<file path="config.mk">
export PLATFORM = sky130hd
export DESIGN_NAME = pga_io_gate
export DESIGN_NICKNAME = d
export VERILOG_FILES = /design/src/hw/pga_pkg.sv /design/src/hw/pga_sync.sv /design/src/hw/pga_decoder.sv /design/src/hw/pga_io_gate.sv
export VERILOG_INCLUDE_DIRS = /design/src /design/src/hw
export SDC_FILE = /design/constraint.sdc
export NUM_CORES = 1
export LEC_CHECK = 0
export BUFFER_PORTS_ARGS = -buffer_cell sky130_fd_sc_hd__buf_2
export CORE_MARGIN = 2
export CORE_UTILIZATION = 40
export CTS_CLUSTER_DIAMETER = 100
export DETAILED_ROUTE_END_ITERATION = 10
export GPL_TIMING_DRIVEN = 0
export SYNTH_ARGS = -nofsm -noshare
export SYNTH_HDL_FRONTEND = slang
export SYNTH_SLANG_ARGS = --single-unit
</file>
<file path="constraint.sdc">
create_clock -name ref_clk_in -period 4.68 [get_ports ref_clk_in]
set_input_delay 0.234 -clock ref_clk_in [delete_from_list [all_inputs] [get_ports ref_clk_in]]
set_output_delay 0.234 -clock ref_clk_in [all_outputs]
set_load 0.05 [all_outputs]
</file>
<file path="src/hw/pga_params.svh">
`ifndef PGA_PARAMS_SVH
`define PGA_PARAMS_SVH

// Host I/O addresses (low address byte).
`define PGA_IE_ADDR      8'h80
`define PGA_PB_ADDR      8'h81
`define PGA_PC_ADDR      8'h82
`define PGA_DRST_ADDR    8'h83
`define PGA_PA_ADDR      8'h83

// Disk drive unit occupies one block of sixteen I/O addresses.
`define PGA_DISK_BASE    8'h60
`define PGA_DISK_MASK    8'hf0

// Program ROM occupies the upper 32KB of memory space.
`define PGA_ROM_BASE     16'h8000
`define PGA_ROM_MASK     16'h8000

// Reset values.
`define PGA_LATCH_RST    8'h00
`define PGA_DRST_RST     1'b1

// Field layout of the interrupt-enable latch.
`define PGA_EN_MSB       6
`define PGA_EN_LSB       0

// Latch storage indices.
`define PGA_IDX_IE       2'd0
`define PGA_IDX_PB       2'd1
`define PGA_IDX_PC       2'd2

// Synchroniser depth for pin inputs.
`define PGA_SYNC_STAGES  2

`endif

</file>
<file path="src/hw/pga_pkg.sv">
`include "pga_params.svh"

package pga_pkg;

  typedef enum logic [2:0]
  {
    PGA_TGT_NONE = 3'h0,
    PGA_TGT_IE   = 3'h1,
    PGA_TGT_PB   = 3'h3,
    PGA_TGT_PC   = 3'h2,
    PGA_TGT_DRST = 3'h6,
    PGA_TGT_PA   = 3'h7
  } pga_target_t;

  // Maps an I/O address and direction to the addressed item.
  function automatic pga_target_t pga_io_target(input logic [7:0] addr,
                                                input logic       is_wr);
    pga_target_t t;
    t = PGA_TGT_NONE;
    if (addr == `PGA_IE_ADDR)
      t = PGA_TGT_IE;
    else if (addr == `PGA_PB_ADDR)
      t = PGA_TGT_PB;
    else if (addr == `PGA_PC_ADDR)
      t = PGA_TGT_PC;
    else if (is_wr && (addr == `PGA_DRST_ADDR))
      t = PGA_TGT_DRST;
    else if (!is_wr && (addr == `PGA_PA_ADDR))
      t = PGA_TGT_PA;
    return t;
  endfunction : pga_io_target

endpackage : pga_pkg

</file>
<file path="src/hw/pga_sync.sv">
`timescale 1ns/1ps
`include "pga_params.svh"

module pga_sync #(
  parameter int WIDTH = 1
) (
  input  wire logic             ref_clk_in,
  input  wire logic             rst_n_in,
  input  wire logic             ce_in,
  input  wire logic [WIDTH-1:0] async_in,
  input  wire logic [WIDTH-1:0] rst_val_in,
  output logic      [WIDTH-1:0] sync_out
);

  logic [WIDTH-1:0] stage_reg [0:`PGA_SYNC_STAGES-1];

  // Reset value is a tie-off constant from the parent, never a live pin.
  always_ff @(posedge ref_clk_in)
  begin
    if (!rst_n_in)
    begin
      for (int i = 0; i < `PGA_SYNC_STAGES; i++)
        stage_reg[i] <= rst_val_in;
    end
    else if (ce_in)
    begin
      stage_reg[0] <= async_in;
      for (int i = 1; i < `PGA_SYNC_STAGES; i++)
        stage_reg[i] <= stage_reg[i-1];
    end
  end

  assign sync_out = stage_reg[`PGA_SYNC_STAGES-1];

endmodule : pga_sync

</file>
<file path="src/hw/pga_decoder.sv">
`timescale 1ns/1ps
`include "pga_params.svh"

module pga_decoder (
  input  wire logic                 [15:0] addr_in,
  input  wire logic                        io_cycle_in,
  input  wire logic                        mem_cycle_in,
  input  wire logic                        wr_in,
  output logic                             rom_sel_out,
  output logic                             disk_sel_out,
  output pga_pkg::pga_target_t             wr_target_out,
  output pga_pkg::pga_target_t             rd_target_out
);
  import pga_pkg::*;

  wire logic [7:0] io_addr = addr_in[7:0];
  wire logic       rom_hit = (addr_in & `PGA_ROM_MASK) == `PGA_ROM_BASE;
  wire logic       disk_hit = (io_addr & `PGA_DISK_MASK) == `PGA_DISK_BASE;

  assign rom_sel_out   = mem_cycle_in && rom_hit;
  assign disk_sel_out  = io_cycle_in && disk_hit;
  assign wr_target_out = (io_cycle_in && wr_in) ?
                         pga_io_target(io_addr, 1'b1) : PGA_TGT_NONE;
  assign rd_target_out = (io_cycle_in && !wr_in) ?
                         pga_io_target(io_addr, 1'b0) : PGA_TGT_NONE;

endmodule : pga_decoder

</file>
<file path="src/hw/pga_io_gate.sv">
`timescale 1ns/1ps
`include "pga_params.svh"

module pga_io_gate (
  input  wire logic        ref_clk_in,
  input  wire logic        rst_n_in,
  input  wire logic        ce_in,
  input  wire logic [15:0] host_addr_in,
  input  wire logic [7:0]  host_data_in,
  output logic      [7:0]  host_data_out,
  output logic             host_data_oe_out,
  input  wire logic        host_iorq_n_in,
  input  wire logic        host_mreq_n_in,
  input  wire logic        host_m1_n_in,
  input  wire logic        host_rd_n_in,
  input  wire logic        host_wr_n_in,
  output logic             host_irq_out,
  input  wire logic [7:0]  interrupt_input_port_in,
  input  wire logic        external_reset_in,
  output logic      [7:0]  port_b_pins_n_out,
  output logic      [7:0]  port_c_pins_n_out,
  output logic             rom_select_n_out,
  output logic             disk_select_n_out,
  output logic             disk_reset_n_out
);
  import pga_pkg::*;

  localparam int SYNC_W = 16 + 8 + 8 + 5 + 1;

  logic [SYNC_W-1:0] pins_async;
  logic [SYNC_W-1:0] pins_sync;
  logic [SYNC_W-1:0] pins_rst_val;

  logic [15:0] addr_s;
  logic [7:0]  data_s;
  logic [7:0]  pa_s;
  logic        iorq_n_s;
  logic        mreq_n_s;
  logic        m1_n_s;
  logic        rd_n_s;
  logic        wr_n_s;
  logic        ext_rst_s;

  // All host and port pins arrive from outside the clock domain.
  assign pins_async = {host_addr_in, host_data_in, interrupt_input_port_in,
                       host_iorq_n_in, host_mreq_n_in, host_m1_n_in,
                       host_rd_n_in, host_wr_n_in, external_reset_in};

  // Strobes idle high, everything else idles low.
  assign pins_rst_val = {16'h0000, 8'h00, 8'h00, 5'h1f, 1'b0};

  pga_sync #(
    .WIDTH (SYNC_W)
  ) u_pin_sync (
    .ref_clk_in (ref_clk_in),
    .rst_n_in   (rst_n_in),
    .ce_in      (ce_in),
    .async_in   (pins_async),
    .rst_val_in (pins_rst_val),
    .sync_out   (pins_sync)
  );

  assign {addr_s, data_s, pa_s, iorq_n_s, mreq_n_s, m1_n_s,
          rd_n_s, wr_n_s, ext_rst_s} = pins_sync;

  // An I/O cycle with M1 low is an interrupt acknowledge, not a port access.
  wire logic io_cycle  = !iorq_n_s && m1_n_s;
  wire logic mem_cycle = !mreq_n_s;
  wire logic wr_act    = !wr_n_s;
  wire logic rd_act    = !rd_n_s;

  logic        rom_sel;
  logic        disk_sel;
  pga_target_t wr_target;
  pga_target_t rd_target;

  pga_decoder u_decoder (
    .addr_in       (addr_s),
    .io_cycle_in   (io_cycle),
    .mem_cycle_in  (mem_cycle && (wr_act || rd_act)),
    .wr_in         (wr_act),
    .rom_sel_out   (rom_sel),
    .disk_sel_out  (disk_sel),
    .wr_target_out (wr_target),
    .rd_target_out (rd_target)
  );

  // Write strobe edge: the latch loads once per host write, on the first
  // cycle the synchronised strobe is seen, so a long strobe is harmless.
  logic wr_seen_reg;
  wire logic wr_strobe = io_cycle && wr_act;
  wire logic wr_pulse  = wr_strobe && !wr_seen_reg;

  always_ff @(posedge ref_clk_in)
  begin
    if (!rst_n_in)
      wr_seen_reg <= 1'b0;
    else if (ce_in)
      wr_seen_reg <= wr_strobe;
  end

  // Reset sources: the block reset and the external reset pin.
  wire logic latch_clear = ext_rst_s;

  // Latch storage, addressed by index.
  logic [7:0] latch_reg [0:2];
  logic [1:0] wr_index;
  logic       wr_latch;

  assign wr_latch = wr_pulse && ((wr_target == PGA_TGT_IE) ||
                                 (wr_target == PGA_TGT_PB) ||
                                 (wr_target == PGA_TGT_PC));
  assign wr_index = (wr_target == PGA_TGT_PB) ? `PGA_IDX_PB :
                    (wr_target == PGA_TGT_PC) ? `PGA_IDX_PC :
                                                `PGA_IDX_IE;

  genvar gi;
  generate
    for (gi = 0; gi < 3; gi++)
    begin : g_latch
      always_ff @(posedge ref_clk_in)
      begin
        if (!rst_n_in)
          latch_reg[gi] <= `PGA_LATCH_RST;
        else if (ce_in)
        begin
          if (latch_clear)
            latch_reg[gi] <= `PGA_LATCH_RST;
          else if (wr_latch && (wr_index == 2'(gi)))
            latch_reg[gi] <= data_s;
        end
      end
    end
  endgenerate

  // Disk reset latch: set by either reset, released only by a host write.
  // An external reset that overlaps the write wins, so the drive is never
  // let out of reset while the reset pin is still active.
  logic disk_rst_reg;
  wire logic drst_write = wr_pulse && (wr_target == PGA_TGT_DRST);

  always_ff @(posedge ref_clk_in)
  begin
    if (!rst_n_in)
      disk_rst_reg <= `PGA_DRST_RST;
    else if (ce_in)
    begin
      if (latch_clear)
        disk_rst_reg <= `PGA_DRST_RST;
      else if (drst_write)
        disk_rst_reg <= 1'b0;
    end
  end

  // Read-back selector.
  logic [7:0] rd_mux;
  assign rd_mux = (rd_target == PGA_TGT_IE) ? latch_reg[`PGA_IDX_IE] :
                  (rd_target == PGA_TGT_PB) ? latch_reg[`PGA_IDX_PB] :
                  (rd_target == PGA_TGT_PC) ? latch_reg[`PGA_IDX_PC] :
                  (rd_target == PGA_TGT_PA) ? pa_s :
                                              8'h00;

  wire logic rd_valid = io_cycle && rd_act && (rd_target != PGA_TGT_NONE);

  // Reads only load the output register; no stored state is touched.
  logic [7:0] rd_data_reg;
  logic       rd_oe_reg;

  always_ff @(posedge ref_clk_in)
  begin
    if (!rst_n_in)
    begin
      rd_data_reg <= 8'h00;
      rd_oe_reg   <= 1'b0;
    end
    else if (ce_in)
    begin
      rd_data_reg <= rd_valid ? rd_mux : 8'h00;
      rd_oe_reg   <= rd_valid;
    end
  end

  assign host_data_out    = rd_data_reg;
  assign host_data_oe_out = rd_oe_reg;

  // Interrupt request: enabled input lines ORed together.
  logic [6:0] irq_terms;
  logic       irq_reg;
  assign irq_terms = pa_s[`PGA_EN_MSB:`PGA_EN_LSB] &
                     latch_reg[`PGA_IDX_IE][`PGA_EN_MSB:`PGA_EN_LSB];

  always_ff @(posedge ref_clk_in)
  begin
    if (!rst_n_in)
      irq_reg <= 1'b0;
    else if (ce_in)
      irq_reg <= |irq_terms;
  end

  assign host_irq_out = irq_reg;

  // Selects are registered so the pins never glitch during decode.
  logic rom_sel_n_reg;
  logic disk_sel_n_reg;

  always_ff @(posedge ref_clk_in)
  begin
    if (!rst_n_in)
    begin
      rom_sel_n_reg  <= 1'b1;
      disk_sel_n_reg <= 1'b1;
    end
    else if (ce_in)
    begin
      rom_sel_n_reg  <= !rom_sel;
      disk_sel_n_reg <= !disk_sel;
    end
  end

  assign rom_select_n_out  = rom_sel_n_reg;
  assign disk_select_n_out = disk_sel_n_reg;
  assign disk_reset_n_out  = !disk_rst_reg;

  // A one in a latch bit pulls the matching pin low.
  assign port_b_pins_n_out = ~latch_reg[`PGA_IDX_PB];
  assign port_c_pins_n_out = ~latch_reg[`PGA_IDX_PC];

endmodule : pga_io_gate

</file>
==> flow_metrics.tcl, run 1 <==
set metrics [dict create \
    required_ps 4660 \
    die_w_um 107.6 \
    overflow 0 \
    port_buffers 62 \
    synth_cells 308 \
    first_pass_iters 4 \
    startpoint_type "flip-flop" \
    avgViaCountPerCell 5.065 \
    slew_violations 0 \
    drv_cap 0 \
    max_slew_margin 0.2301 \
    n_antenna_cell 0 \
    max_freq_mhz 335.5 \
    h-tree-depth 3 \
    worstHoldStart "host_wr_n_in" \
    fin_worst_skew_ps 12.02 \
    crit_start "u_pin_sync.stage_reg[0][39]" \
    ir_drop_uv 180.8 \
    cts_hold_buf 0 \
    synth-edff-count 86 \
    drive_gt1_frac 0.3023 \
    cts_tree "done" \
    gp_congestion 0.8069 \
    setup_ws_ps 1699 \
    drcViolationCount 0 \
    cts_setup_buffers 0 \
    fin_nets 423 \
    avgSynthCellArea_um2 13.95 \
    n_fill_cell 937 \
    critPathKind "reg2reg" \
    ys_ff_latch 100 \
    r2r-end "latch_reg[1][6]" \
    holdPathEnd "u_pin_sync.stage_reg[0][1]" \
    power_density_nw_per_um2 357.5 \
    p_leak_uw 0.002052 \
    synth_nets 349 \
    min_period_ps 2981 \
    grt_setup_unrepaired "false" \
    async_reset_ff_frac 0 \
    syn_area_um2 4297 \
    hold_viol_final 0 \
    die_area_um2 11590 \
    clk_pin_slew_ps 110 \
    arrival_ps 2960 \
    initial_utilization 0.4143 \
    cts_buffers 9 \
    r2r_start "u_pin_sync.stage_reg[0][39]" \
    cts_num_sinks 100 \
    synthFlopType "edfxtp_1" \
    grt_pass1_wl_um 13910 \
    syn_to_final_growth_pct 16.69 \
    r2r_cells 4 \
    hold_depth 2 \
    dp_hpwl_um 6472 \
    vias 2649 \
    io_pins 70 \
    postCtsResizedCells 0 \
    root_buffer "clkbuf_8" \
    grt_pass1_vias 2628 \
    detail_route.wl_per_cell_um 16.87 \
    largest_reg_flops 62 \
    multiInputGateArea_um2 1197 \
    final_util 0.4835 \
    grt_util_all_layers 0.1593 \
    regArea_um2 2863 \
    endpoint_kind "flip-flop" \
    antenna_found_initial 0 \
    synth_cell_type_count 39 \
    grt_max_degree 36 \
    pre_cts_slack_ps 1723 \
    drt_wl_total_um 8825 \
    ys_seq_area_frac 0.6663 \
    status "finished, final reports clean" \
    hp-class "in2reg" \
    max_slew.worst_pin.slew_ps 1143 \
    ant_nets 0 \
    setup_viol 0 \
    power.total_uw 1792 \
    final_common_cell "edfxtp_1" \
    yosys_warnings 0 \
    r2r_slack_ps 1700 \
    fin_crit_sh 0.6369 \
    crit_fanout 9 \
    cts_buffer_depth 2 \
    final_cell_mix "edfxtp_1 (86), buf_2 (63), and3_1 (52)" \
    die_h_um 107.6 \
    clock_latency_ps 360 \
    rows 37 \
    core_area_um2 10370 \
    drt_iter0_drc 86 \
    setup_tns_ps 0 \
]
-- critical path, stage by stage (launching register included) --
cell and delay (ps):
edfxtp_1 470, or4b_1 570, or4_4 500, buf_6 160, o21ai_0 890
-- routing by layer --
layer	wire, um	global-route usage	up-vias
met4	202	0.07234	0
met3	373	0.02845	14
met1	4000	0.2099	1249
met2	4248	0.2570	85
met5	0	0	-
li1	-	-	1301
-- Yosys cell counts, types with 2 or more instances --
cell type | instances | area [um^2]
and3_1 | 52 | 325.3
a32o_1 | 8 | 80.08
and4b_1 | 2 | 20.02
dfxtp_1 | 14 | 280.3
or4_4 | 2 | 22.52
nor4_2 | 3 | 37.54
and3b_1 | 2 | 17.52
clkbuf_1 | 20 | 75.07
nor3_2 | 15 | 150.1
mux2i_1 | 8 | 80.08
or2_2 | 10 | 62.56
edfxtp_1 | 86 | 2582
a2bb2oi_1 | 8 | 70.07
nor4_1 | 5 | 31.28
nand3b_1 | 9 | 67.56
nor4bb_1 | 2 | 20.02
nor2_1 | 3 | 11.26
o21ai_0 | 6 | 30.03
nor2b_1 | 2 | 12.51
buf_12 | 2 | 40.04
buf_1 | 2 | 7.510
inv_1 | 26 | 97.59
nand2_1 | 3 | 11.26
nand2b_1 | 3 | 18.77
-- where the power goes --
| group | switching [uW] | internal, uW | total [uW] |
|---|---|---|---|
| logic | 109 | 51.5 | 161 |
| registers | 22.7 | 1020 | 1040 |
| clock network | 326 | 261 | 587 |
-- final cells by class --
class | instances | share of cell area
flip-flops and latches | 100 | 0.5710
multi-input cells | 156 | 0.2388
repair buffers | 63 | 0.06588
well taps | 136 | 0.03394
plain buffers | 26 | 0.02770
clock buffers | 9 | 0.02471
inverters | 26 | 0.01947
clock inverters | 7 | 0.01847
-- kinds of logic after synthesis --
family / Yosys count / share of synthesized area
multiplexers: 8 / 0.01864
AO/OA/AOI/OAI: 30 / 0.05679
flip-flops: 100 / 0.6663
buffers and inverters: 52 / 0.05504
AND/OR/NAND/NOR: 118 / 0.2033
-- through the flow --
step	instances	area, um^2	hold slack [ps]
after floorplan	308	4297	415.0
after global placement	506	4777	431.8
after detailed placement	507	4797	436.1
after CTS	523	5014	107.9
after global routing	523	5014	103.3
final	523	5014	124.0
-- worst max-delay path by stage --
| stage | end | cells past startpoint |
|---|---|---|
| detailed placement | latch_reg[1][6] | 4 |
| floorplan | latch_reg[0][0] | 4 |
| global route | latch_reg[0][1] | 4 |
| CTS | latch_reg[1][3] | 4 |
| global placement | u_pin_sync.stage_reg[0][15] | 5 |
| finish | latch_reg[1][6] | 4 |
(Power assumes the default switching activity.)
==> inputs of run 2 (changes only) <==
clock period = 3.1 ns   (was 4.68 ns; I/O delays follow)
==> run 2 against run 1 <==
Sequential power up 52%; worst setup slack worse by 1600 ps; first-iteration DRC count up 34%; register-to-register slack worse by 1600 ps; combinational power up 51%; clock skew about the same; cell area about the same; maximum frequency down 0.52%; final cell count unchanged; sequential share of layout area down 0.057 points; critical path depth unchanged; utilization about the same.
==> flow_metrics.tcl, run 2 (synthesis gave the netlist of run 1 again) <==
set metrics [dict create \
    status "finished, final reports clean" \
    power_density_nw_per_um2 539.5 \
    core_area_um2 10370 \
    wl_met3_um 410 \
    overflow 0 \
    r2r_start "u_pin_sync.stage_reg[0][39]" \
    fin_nets 423 \
    dp_hpwl_um 6472 \
    die_w_um 107.6 \
    drv_cap 0 \
    setup_tns_ps 0 \
    max_slew_margin 0.2168 \
    grt_pass1_wl_um 13910 \
    grt_pass1_vias 2628 \
    cts_buffer_depth 2 \
    place_inst 507 \
    fin_worst_skew_ps 12.13 \
    antenna_found_initial 0 \
    vias 2658 \
    n_fill_cell 936 \
    avgViaCountPerCell 5.082 \
    p_leak_uw 0.002054 \
    clock_latency_ps 370 \
    worstHoldStart "host_wr_n_in" \
    m1WireLength_um 3920 \
    drt_wl_total_um 8788 \
    r2r-end "latch_reg[1][6]" \
    first_pass_iters 4 \
    final_cell_mix "edfxtp_1 (86), buf_2 (63), and3_1 (52)" \
    arrival_ps 2980 \
    multiInputGateArea_um2 1202 \
    fin_crit_sh 0.9665 \
    n_antenna_cell 0 \
    wl_met2_um 4207 \
    grt_max_degree 36 \
    initial_utilization 0.4143 \
    max_freq_mhz 333.8 \
    r2r_cells 4 \
    setup_viol 0 \
    max_slew.worst_pin.slew_ps 1162 \
    pre_cts_slack_ps 142.9 \
    startpoint_type "flip-flop" \
    cts_num_sinks 100 \
    final_common_cell "edfxtp_1" \
    hp-class "in2reg" \
    drive_gt1_frac 0.3049 \
    stdcell_count 523 \
    syn_to_final_growth_pct 16.80 \
    required_ps 3090 \
    cts_tree "done" \
    die_h_um 107.6 \
    hold_viol_final 0 \
    port_buffers 62 \
    setup_ws_ps 103.9 \
    io_pins 70 \
    grt_util_all_layers 0.1593 \
    critPathKind "reg2reg" \
    die_area_um2 11590 \
    root_buffer "clkbuf_8" \
    grt_setup_unrepaired "false" \
    drcViolationCount 0 \
    detail_route.wl_per_cell_um 16.80 \
    gp_congestion 0.8069 \
    r2r_slack_ps 100 \
    endpoint_kind "flip-flop" \
    regArea_um2 2863 \
    largest_reg_flops 62 \
    rows 37 \
    ant_nets 0 \
    slew_violations 0 \
    cp-endpoint "latch_reg[1][6]" \
    min_period_ps 2996 \
    clk_pin_slew_ps 110 \
    top_layer "met4" \
    ir_drop_uv 272.7 \
    h-tree-depth 3 \
    crit_start "u_pin_sync.stage_reg[0][39]" \
    cts_buffers 9 \
    drt_iter0_drc 115 \
    crit_fanout 9 \
]
## run 2: through the flow
stage / instance area (um^2) / power (uW) / util / hold WS [ps]
floorplan: 4297 / 1759 / - / 336.0
global placement: 4777 / 1843 / 0.4607 / 415.5
detailed placement: 4797 / 1853 / 0.4626 / 419.6
CTS: 5014 / 2731 / 0.4835 / 28.95
global route: 5019 / 2801 / 0.4840 / 24.30
finish: 5019 / 2707 / 0.4840 / 37.19
## run 2: worst max-delay path, stage by stage, from the launching register on
cell      delay, ps
edfxtp_1        470
or4b_1          570
or4_4           500
buf_6           160
o21ai_0         910
## run 2: worst min path at each step
stage               depth (start not counted)                    endpoint  slack, ps
global route                                2  u_pin_sync.stage_reg[0][5]         20
finish                                      2  u_pin_sync.stage_reg[0][1]         40
detailed placement                          2  u_pin_sync.stage_reg[0][3]        420
floorplan                                   1  u_pin_sync.stage_reg[0][1]        340
CTS                                         2  u_pin_sync.stage_reg[0][1]         30
global placement                            2  u_pin_sync.stage_reg[0][1]        420
## run 2: final cells by class
class / count / share of cell area
well taps: 136 / 0.03391
clock inverters: 7 / 0.01845
repair buffers: 63 / 0.06582
clock buffers: 9 / 0.02468
plain buffers: 26 / 0.02767
flip-flops and latches: 100 / 0.5704
inverters: 26 / 0.01945
multi-input cells: 156 / 0.2396
## run 2: what timing repair did
action	4_1_cts	5_1_grt
gates resized for setup	0	1
hold buffers	0	0
hold endpoints to repair	0	0
setup buffers	0	0
endpoints found under the setup margin	0	8
## run 2: metal layers
| layer | up-vias | global-route usage |
|---|---|---|
| met2 | 86 | 0.2570 |
| met1 | 1253 | 0.2099 |
| li1 | 1300 | - |
| met3 | 19 | 0.02845 |
| met4 | 0 | 0.07234 |
| met5 | - | 0 |
## run 2: power breakdown
part	total, uW	switching, uW	internal, uW
registers	1580	34.0	1540
logic	243	165	77.9
clock network	889	494	394
==> inputs of run 3 (changes only) <==
CAP_MARGIN = 25   (was unset)
PLACE_DENSITY = 0.7   (was unset)
==> run 3 against run 2 <==
Final cell count grew 0.57%; die area is the same; largest cell class unchanged; critical path depth grew 1; worst hold slack gained 3.1 ps; utilization shrank 0.12 points; critical endpoint is now latch_reg[1][3]; critical path type unchanged; clock power shrank 9.6%; clock skew grew 0.52 ps; sequential power is essentially flat; highest routed layer unchanged.
==> flow_metrics.tcl, run 3 (synthesis gave the netlist of run 1 again) <==
set metrics [dict create \
    vias 2678 \
    cts_buffer_depth 2 \
    setup_tns_ps 0 \
    overflow 0 \
    max_slew.worst_pin.slew_ps 663.5 \
    hp-class "in2reg" \
    regArea_um2 2863 \
    gp_congestion 0.8057 \
    fin_worst_skew_ps 12.65 \
    cts_tree "done" \
    power_frac_comb 0.093 \
    place_inst 507 \
    cts_buffers 9 \
    cts_setup_buffers 0 \
    detail_route.wl_per_cell_um 16.09 \
    power_frac_clock 0.307 \
    ant_nets 0 \
    grt_util_all_layers 0.1530 \
    grt_pass1_wl_um 13260 \
    drt_wl_total_um 8461 \
    final_util 0.4827 \
    p_leak_uw 0.002051 \
    rows 37 \
    crit_fanout 9 \
    dp_hpwl_um 6262 \
    hold_viol_final 0 \
    root_buffer "clkbuf_8" \
    power.switching_uw 671.8 \
    grt_pass1_vias 2585 \
    core_area_um2 10370 \
    grt_max_degree 37 \
    die_area_um2 11590 \
    postCtsResizedCells 0 \
    n_fill_cell 952 \
    power_density_nw_per_um2 523.8 \
    initial_utilization 0.4143 \
    antenna_found_initial 0 \
    arrival_ps 2670 \
    drt_iter0_drc 126 \
    clk_pin_slew_ps 100 \
    cts_num_sinks 100 \
    grt_setup_unrepaired "false" \
    setup_ws_ps 498.8 \
    fin_nets 426 \
    slew_violations 0 \
    critPathKind "reg2reg" \
    max_freq_mhz 384.4 \
    status "finished, final reports clean" \
    drv_cap 0 \
    cts_hold_buf 0 \
    endpoint_kind "flip-flop" \
    final_cell_mix "edfxtp_1 (86), buf_2 (66), and3_1 (52)" \
    die_w_um 107.6 \
    min_period_ps 2601 \
    required_ps 3170 \
    internal-power_uw 1950 \
    pre_cts_slack_ps 198.4 \
    multiInputGateArea_um2 1197 \
    drcViolationCount 0 \
    drive_gt1_frac 0.3077 \
    avgViaCountPerCell 5.091 \
    die_h_um 107.6 \
    port_buffers 62 \
    p_sw_frac 0.2562 \
    max_slew_margin 0.5576 \
    largest_reg_flops 62 \
    hold_ws_ps 40.26 \
    n_antenna_cell 0 \
    syn_to_final_growth_pct 16.51 \
    first_pass_iters 4 \
    io_pins 70 \
    startpoint_type "flip-flop" \
    fin_crit_sh 0.8391 \
    ir_drop_uv 193.9 \
    stdcell_count 526 \
    seqPwrFrac 0.600 \
    clock_latency_ps 360 \
    final_common_cell "edfxtp_1" \
    h-tree-depth 3 \
    setup_viol 0 \
]
==> run 3: cell types whose count changed in the layout (fill, tap and decap cells not counted) <==
| cell | before | now |
|---|---|---|
| inv_6 | 2 | 0 |
| clkbuf_8 | 9 | 10 |
| clkinv_8 | 1 | 0 |
| bufinv_16 | 1 | 0 |
| o31ai_2 | 1 | 0 |
| clkinvlp_4 | 0 | 1 |
| clkinv_4 | 2 | 3 |
| buf_2 | 63 | 66 |
| o31ai_1 | 0 | 1 |
| inv_8 | 1 | 2 |
==> run 3: critical path, stage by stage (launching register included) <==
cell      delay [ps]
edfxtp_1         440
or4b_1           540
or4_4            490
buf_6            160
o21ai_0          390
buf_2            280
==> run 3: through the flow <==
stage	total power [uW]	cell area [um^2]
2_1_floorplan	1759	4297
3_3_place_gp	1839	4777
3_5_place_dp	1849	4797
4_1_cts	2635	4991
5_1_grt	2718	5006
6_report	2622	5006
==> run 3: path summary, 6_finish.rpt <==
path	slack, ps	startpoint	depth (start not counted)	end
worst max-delay path	500	u_pin_sync.stage_reg[0][39]	5	latch_reg[1][3]
worst min-delay path	40	host_mreq_n_in	2	u_pin_sync.stage_reg[0][4]
worst max register to register	500	u_pin_sync.stage_reg[0][39]	5	latch_reg[1][3]
worst min register to register	460	host_data_oe_out	1	host_data_oe_out
==> run 3: power groups by stage <==
stage                     sequential [uW]  combinational [uW]  clock (uW)
after floorplan                      1590                 164           0
after global placement               1600                 234           0
after detailed placement             1610                 243           0
after CTS                            1580                 244         817
after global routing                 1580                 264         872
final                                1570                 244         804
==> run 3: cell type report <==
class,instances,share of cell area
Sequential cell,100,0.5719
Multi-Input combinational cell,156,0.2392
Timing Repair Buffer,66,0.06898
Tap cell,136,0.03399
Buffer,26,0.02774
Clock buffer,10,0.02749
Inverter,26,0.01950
Clock inverter,6,0.01125
==> run 3: routing by layer <==
layer	GRT usage	share of wire	vias up
met1	0.2000	0.43	1253
met3	0.03995	0.066	21
li1	-	-	1311
met4	0.05311	0.019	0
met2	0.2471	0.48	93
met5	0	0	-
